File: config.mk
export PLATFORM = sky130hd
export DESIGN_NAME = lsf_top
export DESIGN_NICKNAME = d
export VERILOG_FILES = /design/src/lsf_pkg.sv /design/src/lsf_chan.sv /design/src/lsf_top.sv
export VERILOG_INCLUDE_DIRS = /design/src
export SDC_FILE = /design/constraint.sdc
export NUM_CORES = 1
export LEC_CHECK = 0
export BUFFER_PORTS_ARGS = -buffer_cell sky130_fd_sc_hd__buf_2
export CELL_PAD_IN_SITES_DETAIL_PLACEMENT = 0
export CELL_PAD_IN_SITES_GLOBAL_PLACEMENT = 1
export CORE_AREA = 2 2 151 109
export CTS_BUF_LIST = sky130_fd_sc_hd__clkbuf_8
export CTS_CLUSTER_SIZE = 10
export DETAILED_ROUTE_END_ITERATION = 10
export DIE_AREA = 0 0 153 111
export GPL_ROUTABILITY_DRIVEN = 0
export HOLD_SLACK_MARGIN = 0.15
export MAX_ROUTING_LAYER = met4
export PLACE_DENSITY_LB_ADDON = 0.1
export SYNTH_ARGS = -nofsm -noshare
export SYNTH_HDL_FRONTEND = slang
export SYNTH_HIERARCHICAL = 1
export SYNTH_SLANG_ARGS = --single-unit
File: constraint.sdc
create_clock -name clk -period 2.13 [get_ports clk]
set_input_delay 0.426 -clock clk [delete_from_list [all_inputs] [get_ports clk]]
set_output_delay 0.426 -clock clk [all_outputs]
set_load 0.01 [all_outputs]
File: src/lsf_cfg.svh
// Constants for the LED string fault supervisor.
// Assumes a 10 MHz core clock; comparator inputs arrive already digitised.
`ifndef LSF_CFG_SVH
`define LSF_CFG_SVH

`define LSF_CLK_HZ        10_000_000
`define LSF_DET_TIME_NS   2000
`define LSF_RST_TIME_US   16000
// Least times round up to whole cycles
`define LSF_DET_CYCLES    ((`LSF_DET_TIME_NS * (`LSF_CLK_HZ / 1_000_000) + 999) / 1000)
`define LSF_RST_CYCLES    (`LSF_RST_TIME_US * (`LSF_CLK_HZ / 1_000_000))
`define LSF_CLEAN_PULSES  2

`endif

File: src/lsf_pkg.sv
// Types for the LED string fault supervisor.
// Assumes nothing beyond the constants header.
package lsf_pkg;
  typedef enum logic [1:0] {
    LSF_ST_OK,
    LSF_ST_TIMING,
    LSF_ST_OFF,
    LSF_ST_CLEAN
  } lsf_ch_state_t;
endpackage

File: src/lsf_chan.sv
// One string's partial-short detect, retry and recovery tracker.
// Assumes dim_rise is a one-cycle pulse on each dimming rising edge.
`timescale 1ns/1ps
`default_nettype none
`include "lsf_cfg.svh"
module lsf_chan
  import lsf_pkg::*;
#(
  parameter int DET_CYCLES = `LSF_DET_CYCLES
) (
  // Clock and reset
  input  wire logic clk,
  input  wire logic resetn,
  // Qualifiers
  input  wire logic dim_high,
  input  wire logic dim_rise,
  input  wire logic candidate,
  // Results
  output logic      string_off,
  output logic      flag_req
);
  localparam int CW = $clog2(DET_CYCLES + 1);

  lsf_ch_state_t st_r, st_nxt;
  logic [CW-1:0] cnt_r, cnt_nxt;

  if (DET_CYCLES < 1) begin : g_bad_det
    $error("DET_CYCLES must be at least one");
  end

  always_comb begin
    st_nxt  = st_r;
    cnt_nxt = cnt_r;
    unique case (st_r)
      LSF_ST_OK: begin
        cnt_nxt = '0;
        if (dim_high && candidate) begin
          st_nxt  = LSF_ST_TIMING;
          cnt_nxt = CW'(1);
        end
      end
      LSF_ST_TIMING: begin
        if (!dim_high || !candidate) begin
          st_nxt = LSF_ST_OK;
        end else if (cnt_r >= CW'(DET_CYCLES)) begin
          st_nxt = LSF_ST_OFF;
        end else begin
          cnt_nxt = cnt_r + CW'(1);
        end
      end
      LSF_ST_OFF: begin
        // Retry: string on again, re-judged for the full detect time
        if (dim_rise) begin
          st_nxt  = LSF_ST_CLEAN;
          cnt_nxt = CW'(1);
        end
      end
      LSF_ST_CLEAN: begin
        if (dim_high && candidate) begin
          if (cnt_r >= CW'(DET_CYCLES)) begin
            st_nxt = LSF_ST_OFF;
          end else begin
            cnt_nxt = cnt_r + CW'(1);
          end
        end else if (dim_rise) begin
          st_nxt = LSF_ST_OK;
        end else begin
          cnt_nxt = '0;
        end
      end
    endcase
  end

  always_ff @(posedge clk or negedge resetn) begin
    if (!resetn) begin
      st_r  <= LSF_ST_OK;
      cnt_r <= '0;
    end else begin
      st_r  <= st_nxt;
      cnt_r <= cnt_nxt;
    end
  end

  // Flag held through the first clean pulse
  assign string_off = (st_r == LSF_ST_OFF);
  assign flag_req   = (st_r == LSF_ST_OFF) || (st_r == LSF_ST_CLEAN);
endmodule
`default_nettype wire

File: src/lsf_top.sv
// Fault supervisor for a multi-string LED driver: shared fault line and
// per-string partial-short handling. Comparator results are synchronous.
`timescale 1ns/1ps
`default_nettype none
`include "lsf_cfg.svh"
module lsf_top
  import lsf_pkg::*;
#(
  parameter int N_STR      = 6,
  parameter int DET_CYCLES = `LSF_DET_CYCLES,
  parameter int RST_CYCLES = `LSF_RST_CYCLES
) (
  // Clock and reset
  input  wire logic             clk,
  input  wire logic             resetn,
  // Mode: 1 = shutdown-all, 0 = isolate-string
  input  wire logic             mode_all_out,
  // Enable / dimming input
  input  wire logic             dim_in,
  // Per-string comparator results
  input  wire logic [N_STR-1:0] above_partial_short_threshold,
  input  wire logic [N_STR-1:0] in_regulation,
  input  wire logic [N_STR-1:0] below_low_level,
  input  wire logic [N_STR-1:0] string_used,
  // Other latching fault sources
  input  wire logic             latch_fault_evt,
  // Open-drain fault line
  input  wire logic             fault_line_in,
  output logic                  fault_line_out,
  output logic                  fault_line_oe,
  // Power stage controls
  output logic                  boost_en,
  output logic                  disconnect_on,
  output logic [N_STR-1:0]      sink_en
);
  localparam int RW = $clog2(RST_CYCLES + 1);

  if (N_STR < 2) begin : g_bad_nstr
    $error("N_STR must be at least two");
  end
  if (RST_CYCLES < 1) begin : g_bad_rst
    $error("RST_CYCLES must be at least one");
  end

  logic             dim_r, dim_nxt;
  logic [RW-1:0]    low_cnt_r, low_cnt_nxt;
  logic             latch_r, latch_nxt;
  logic             ext_hold_r, ext_hold_nxt;
  logic             oe_r, oe_nxt;
  logic             boost_r, boost_nxt;
  logic [N_STR-1:0] sink_r, sink_nxt;
  logic [N_STR-1:0] cand, str_off, str_flag;
  logic             dim_rise, ext_low;

  assign dim_rise = dim_in && !dim_r;
  // External pull is a low we are not causing ourselves
  assign ext_low  = mode_all_out && !fault_line_in && !oe_r;

  genvar g;
  generate
    for (g = 0; g < N_STR; g++) begin : g_str
      logic other_reg;
      logic other_low;
      always_comb begin
        other_reg = 1'b0;
        other_low = 1'b0;
        for (int k = 0; k < N_STR; k++) begin
          if (k != g) begin
            other_reg = other_reg | (string_used[k] & in_regulation[k]);
            other_low = other_low | (string_used[k] & below_low_level[k]);
          end
        end
      end
      assign cand[g] = string_used[g] && above_partial_short_threshold[g]
                       && other_reg && other_low;
      lsf_chan #(
        .DET_CYCLES(DET_CYCLES)
      ) u_chan (
        .clk       (clk),
        .resetn    (resetn),
        .dim_high  (dim_in),
        .dim_rise  (dim_rise),
        .candidate (cand[g]),
        .string_off(str_off[g]),
        .flag_req  (str_flag[g])
      );
    end
  endgenerate

  always_comb begin
    dim_nxt     = dim_in;
    low_cnt_nxt = low_cnt_r;
    latch_nxt   = latch_r;
    if (dim_in) begin
      low_cnt_nxt = '0;
    end else if (low_cnt_r < RW'(RST_CYCLES)) begin
      low_cnt_nxt = low_cnt_r + RW'(1);
    end
    // Shutdown-all: partial short latches everything off; set beats clear.
    // Gated by dim_r so a string still off through the long low cannot re-latch
    if (latch_fault_evt || (mode_all_out && dim_r && |str_off)) begin
      latch_nxt = 1'b1;
    end else if (low_cnt_r >= RW'(RST_CYCLES)) begin
      latch_nxt = 1'b0;
    end
    // Held until line released and nothing internal pending
    ext_hold_nxt = ext_low || (ext_hold_r && (latch_nxt || |str_flag));
    if (!mode_all_out) begin
      ext_hold_nxt = 1'b0;
    end
    // Fault line follows only our own faults, never its own level
    oe_nxt    = latch_nxt || |str_flag;
    boost_nxt = !latch_nxt && !ext_hold_nxt;
    for (int i = 0; i < N_STR; i++) begin
      // Isolate mode disables only the offending string
      sink_nxt[i] = string_used[i] && boost_nxt && !str_off[i];
    end
  end

  always_ff @(posedge clk or negedge resetn) begin
    if (!resetn) begin
      dim_r      <= 1'b0;
      low_cnt_r  <= '0;
      latch_r    <= 1'b0;
      ext_hold_r <= 1'b0;
      oe_r       <= 1'b0;
      boost_r    <= 1'b0;
      sink_r     <= '0;
    end else begin
      dim_r      <= dim_nxt;
      low_cnt_r  <= low_cnt_nxt;
      latch_r    <= latch_nxt;
      ext_hold_r <= ext_hold_nxt;
      oe_r       <= oe_nxt;
      boost_r    <= boost_nxt;
      sink_r     <= sink_nxt;
    end
  end

  assign fault_line_out = 1'b0;
  assign fault_line_oe  = oe_r;
  assign boost_en       = boost_r;
  // Disconnect switch stays on even under external shutdown
  assign disconnect_on  = 1'b1;
  assign sink_en        = sink_r;

  property p_ext_stop;
    @(posedge clk) disable iff (!resetn)
      ext_low |=> !boost_en && (sink_en == '0);
  endproperty
  a_ext_stop: assert property (p_ext_stop) else $error("external low did not stop");

  property p_iso_ignore;
    @(posedge clk) disable iff (!resetn)
      !mode_all_out && !latch_nxt |=> boost_en;
  endproperty
  a_iso_ignore: assert property (p_iso_ignore) else $error("isolate mode reacted");

  property p_latch_keep;
    @(posedge clk) disable iff (!resetn)
      latch_r && dim_in |=> latch_r && fault_line_oe;
  endproperty
  a_latch_keep: assert property (p_latch_keep) else $error("latch lost");

  property p_restart;
    @(posedge clk) disable iff (!resetn)
      $rose(boost_en) && mode_all_out |-> !$past(ext_low) && !$past(latch_nxt);
  endproperty
  a_restart: assert property (p_restart) else $error("restart while held low");

  property p_dim_low_quiet;
    @(posedge clk) disable iff (!resetn)
      !dim_in && !dim_r && (str_flag == '0) |=> (str_flag == '0);
  endproperty
  a_dim_low_quiet: assert property (p_dim_low_quiet) else $error("action while dim low");

  property p_off_flag;
    @(posedge clk) disable iff (!resetn)
      |str_off |=> fault_line_oe;
  endproperty
  a_off_flag: assert property (p_off_flag) else $error("fault not driven");

  property p_others_run;
    @(posedge clk) disable iff (!resetn)
      !mode_all_out && boost_nxt |=> (sink_en == $past(string_used & ~str_off));
  endproperty
  a_others_run: assert property (p_others_run) else $error("healthy string off");

  property p_clear_long_low;
    @(posedge clk) disable iff (!resetn)
      latch_r && !dim_in && (low_cnt_r == RW'(RST_CYCLES)) && !latch_fault_evt |=> !latch_r;
  endproperty
  a_clear_long_low: assert property (p_clear_long_low) else $error("latch not cleared");

  property p_clear_time;
    @(posedge clk) disable iff (!resetn)
      $fell(latch_r) |-> $past(low_cnt_r) == RW'(RST_CYCLES);
  endproperty
  a_clear_time: assert property (p_clear_time) else $error("latch cleared early");
endmodule
`default_nettype wire

==> metrics.txt <==
grt total ovfl=0; largest net degree at the start of global routing=53; Post-synth EDFFs=0; Hold Path Origin=mode_all_out; total routed wirelength=between 10 and 15 mm; Post-Synth XOR/XNOR Area=0.03626; top achievable clock speed=between 400 and 500 MHz; Routed Antenna Nets=0; Tot Pwr=2714 uW; synth warn=6; Gate Count Post-Synth=roughly 510; GR Util All Layers=0.1512; Synth Area in Compound Gates=0.2576; M3 GR Usage=0.03831; fraction of layout cells with a size suffix above 1=0.2157; Critical Path Fanout Max=7; Post-Synth Simple-Gate Area=0.2377; grt peak-use layer=met2; startpoint types=flip-flop; minimum clock period=between 2 and 2.5 ns; Die Y=between 100 and 150 um; Leak=between 0.002 and 0.0025 uW; multiplexer area fraction after synthesis=0; Synth Flop Type=dfrtp_1; routed len/inst=around 15 um; reg-to-reg slack, setup=between 0.1 and 0.15 ns; Seq/Total Area, Yosys=0.3871; hold path cells=3; maxcap violations=0; clock tree from TritonCTS=done; CP delay by family, top=simple AND/OR/NAND/NOR gates; PortBufs=37; pwr/cell area=approximately 500 mW/mm^2; setup TNS=0 ns; die width=~150 um; Initial DRT Pass Iterations=6; I/O Pins=40; die area=0.01698 sq mm; Post-DP HPWL=about 8.5 mm; Buf+Inv Stages, Crit Path=1; area grow syn2layout=17.56%; Critical Path Sink Type=flip-flop; Synth cell types=between 50 and 60; Hold Crit Class=in2reg; Non-Filler Instances=780; antenna violations before repair=0; R2R cell count=7; clk sinks=71; outcome=completed; setup violators final=0; final-report hold violation count=0; core area=between 0.015 and 0.02 sq mm; Clock Latency Late Sink=between 0.3 and 0.4 ns; Worst Tran Pin Value=0.5596 ns; Starting Density=0.2912; mean post-synth cell area=~9.0 sq um; grt met1 use=0.2095; nets@finish=a little over 600; RSZ-0062 raised after global routing=true; syn nets=552; Post-Syn Area=roughly 0.0046 sq mm; Worst Path Arrival=roughly 2.3 ns; Final period util=0.9438; critical path's slowest cell=dfrtp_1; Slew headroom=0.6269; WS Path Type=reg2reg; worst clock skew=between 0.01 and 0.015 ns; # DRC=0; Hold EP=ext_hold_r; Num CTS Buffers=9; largest family of logic cells by synthesized area=compound AO/OA/AOI/OAI gates; asr flop ratio synth=1.000; VDD IR max=0.2479 mV; ANT cells=0; CTS max path bufs=2; cell total after placement=763; iteration-0 DRC count of the detailed router=~210; Reg clk slew, reported paths=approximately 0.07 ns; vias in the first global route=about 3800; vias per std cell=just under 5; FP Rows=39; met2 Track Usage GR=0.2182; H-tree levels=3; Worst EP required=2.44 ns; DR vias=between 3000 and 4000; # fillers=1648; #FFs+latches synth=approximately 70; Slew Limit Fails=0; post-synthesis adder-cell area fraction=0.03817; CP peak stage delay=about 0.38 ns; first-pass GRT wire length=approximately 20 mm; clock root buffer=clkbuf_8; Cell Chain, Critical Path=nor2b_1 > nor4_1 > nand2_1 > a31oi_1 > o221ai_2 > nor3b_1 > buf_4; r2r endpoint=sink_en[4]
==> final cells by class <==
type / count / area [sq um] / area share
repair buffers: 75 / 488.0 / 0.09045
clock inverters: 5 / 25.02 / 0.004638
inverters: 20 / 75.07 / 0.01391
flip-flops and latches: 71 / 1777 / 0.3293
well taps: 205 / 256.5 / 0.04754
clock buffers: 11 / 151.4 / 0.02806
multi-input cells: 393 / 2623 / 0.4861
==> worst register-to-register path, stage by stage, from the launching register on <==
cell,delay [ns]
dfrtp_1,0.38
nor2b_1,0.17
nor4_1,0.36
nand2_1,0.12
a31oi_1,0.24
o221ai_2,0.28
nor3b_1,0.26
buf_4,0.15
==> placed cells by master, fill, tap and decap left out, types with 12 or more instances in the layout <==
cell type / n
nand2_1: 44
nor3_1: 18
o21ai_1: 12
dfrtp_1: 71
buf_4: 37
xnor2_1: 15
inv_1: 22
o21ai_0: 21
nand3_1: 20
nor2_1: 40
ha_1: 14
and2_1: 19
buf_2: 36
a21oi_1: 50
o22ai_1: 12
==> logic make-up (layout without fill, tap and decap cells) <==
group / count (synthesis) / after routing
AO/OA/AOI/OAI: 164 / 164
XOR/XNOR: 19 / 19
adder cells (fa/ha/maj): 14 / 14
buffers and inverters: 44 / 111
flip-flops: 71 / 71
other: 2 / 2
AND/OR/NAND/NOR: 194 / 194
==> layer usage <==
| metal | routed length (um) | part of all wire |
|---|---|---|
| met1 | 6112 | 0.52 |
| met2 | 4990 | 0.43 |
| met3 | 390 | 0.033 |
| met4 | 158 | 0.014 |
| met5 | 0 | 0 |
==> stage by stage <==
stage	instance area [sq um]	worst slack [ns]	hold slack [ns]	util
after CTS	5395	0.03319	0.3266	0.3423
after global placement	5209	-0.1378	0.3358	0.3305
after detailed placement	5209	-0.1375	0.3437	0.3305
after floorplan	4589	0.02835	0.1304	-
after global routing	5395	-0.04234	0.3561	0.3423
final	5395	0.1197	0.3457	0.3423
==> report_power, final <==
part           switching, uW  internal (uW)  leakage, uW
sequential              20.7           1360     0.000973
combinational            175            118      0.00126
clock                    561            475    0.0000977
total                    756           1960      0.00233
==> Yosys cell counts, types with 4 or more instances <==
| library cell | number | area [sq um] |
|---|---|---|
| dfrtp_1 | 71 | 1777 |
| nor2b_1 | 7 | 43.79 |
| nor3b_1 | 4 | 30.03 |
| xor2_1 | 4 | 35.03 |
| a21oi_1 | 50 | 250.2 |
| a21o_1 | 6 | 45.04 |
| o21a_1 | 6 | 45.04 |
| and4b_1 | 6 | 60.06 |
| o211ai_1 | 9 | 67.56 |
| a32oi_1 | 6 | 52.55 |
| nand2_1 | 44 | 165.2 |
| o22ai_1 | 12 | 75.07 |
| a211oi_2 | 6 | 75.07 |
| nand4b_1 | 6 | 52.55 |
| o21ai_0 | 21 | 105.1 |
| nor2_1 | 40 | 150.1 |
| nand2b_1 | 6 | 37.54 |
| xnor2_1 | 15 | 131.4 |
| and2_1 | 19 | 118.9 |
| a221o_1 | 6 | 60.06 |
| o21a_4 | 7 | 105.1 |
| nand3_1 | 20 | 100.1 |
| a211oi_1 | 4 | 30.03 |
| nor3_1 | 18 | 90.09 |
| clkbuf_1 | 8 | 30.03 |
| buf_2 | 14 | 70.07 |
| o21ai_1 | 12 | 60.06 |
| nor2_4 | 6 | 67.56 |
| a22oi_1 | 6 | 45.04 |
| inv_1 | 20 | 75.07 |
| ha_1 | 14 | 175.2 |
==> flip-flops by register name, summed over array words and instances, names as in the netlist, named ones only <==
name	cells
g_str.u_chan/cnt_r	30
low_cnt_r	18
g_str.u_chan/st_r	6
sink_en	6
boost_en	1
dim_r	1
ext_hold_r	1
fault_line_oe	1
latch_r	1
==> worst max-delay path by stage <==
stage | start | endpoint | slack (ns) | cells past startpoint
floorplan | dim_in | g_str[0].u_chan/cnt_r[2] | 0.03 | 5
global placement | string_used[3] | g_str[0].u_chan/cnt_r[2] | -0.14 | 9
detailed placement | string_used[3] | g_str[0].u_chan/cnt_r[2] | -0.14 | 9
CTS | flip-flop | sink_en[4] | 0.03 | 7
global route | flip-flop | sink_en[4] | -0.04 | 7
finish | flip-flop | sink_en[4] | 0.12 | 7
==> what timing repair did <==
| item | in CTS | in global routing |
|---|---|---|
| hold buffers | 1 | 0 |
| setup buffers | 0 | 0 |
| endpoints found under the hold margin | 19 | 0 |
| endpoints found under the setup margin | 0 | 1 |
| gates resized for setup | 0 | 0 |
No activity file was read; power rests on OpenSTA's default activity.
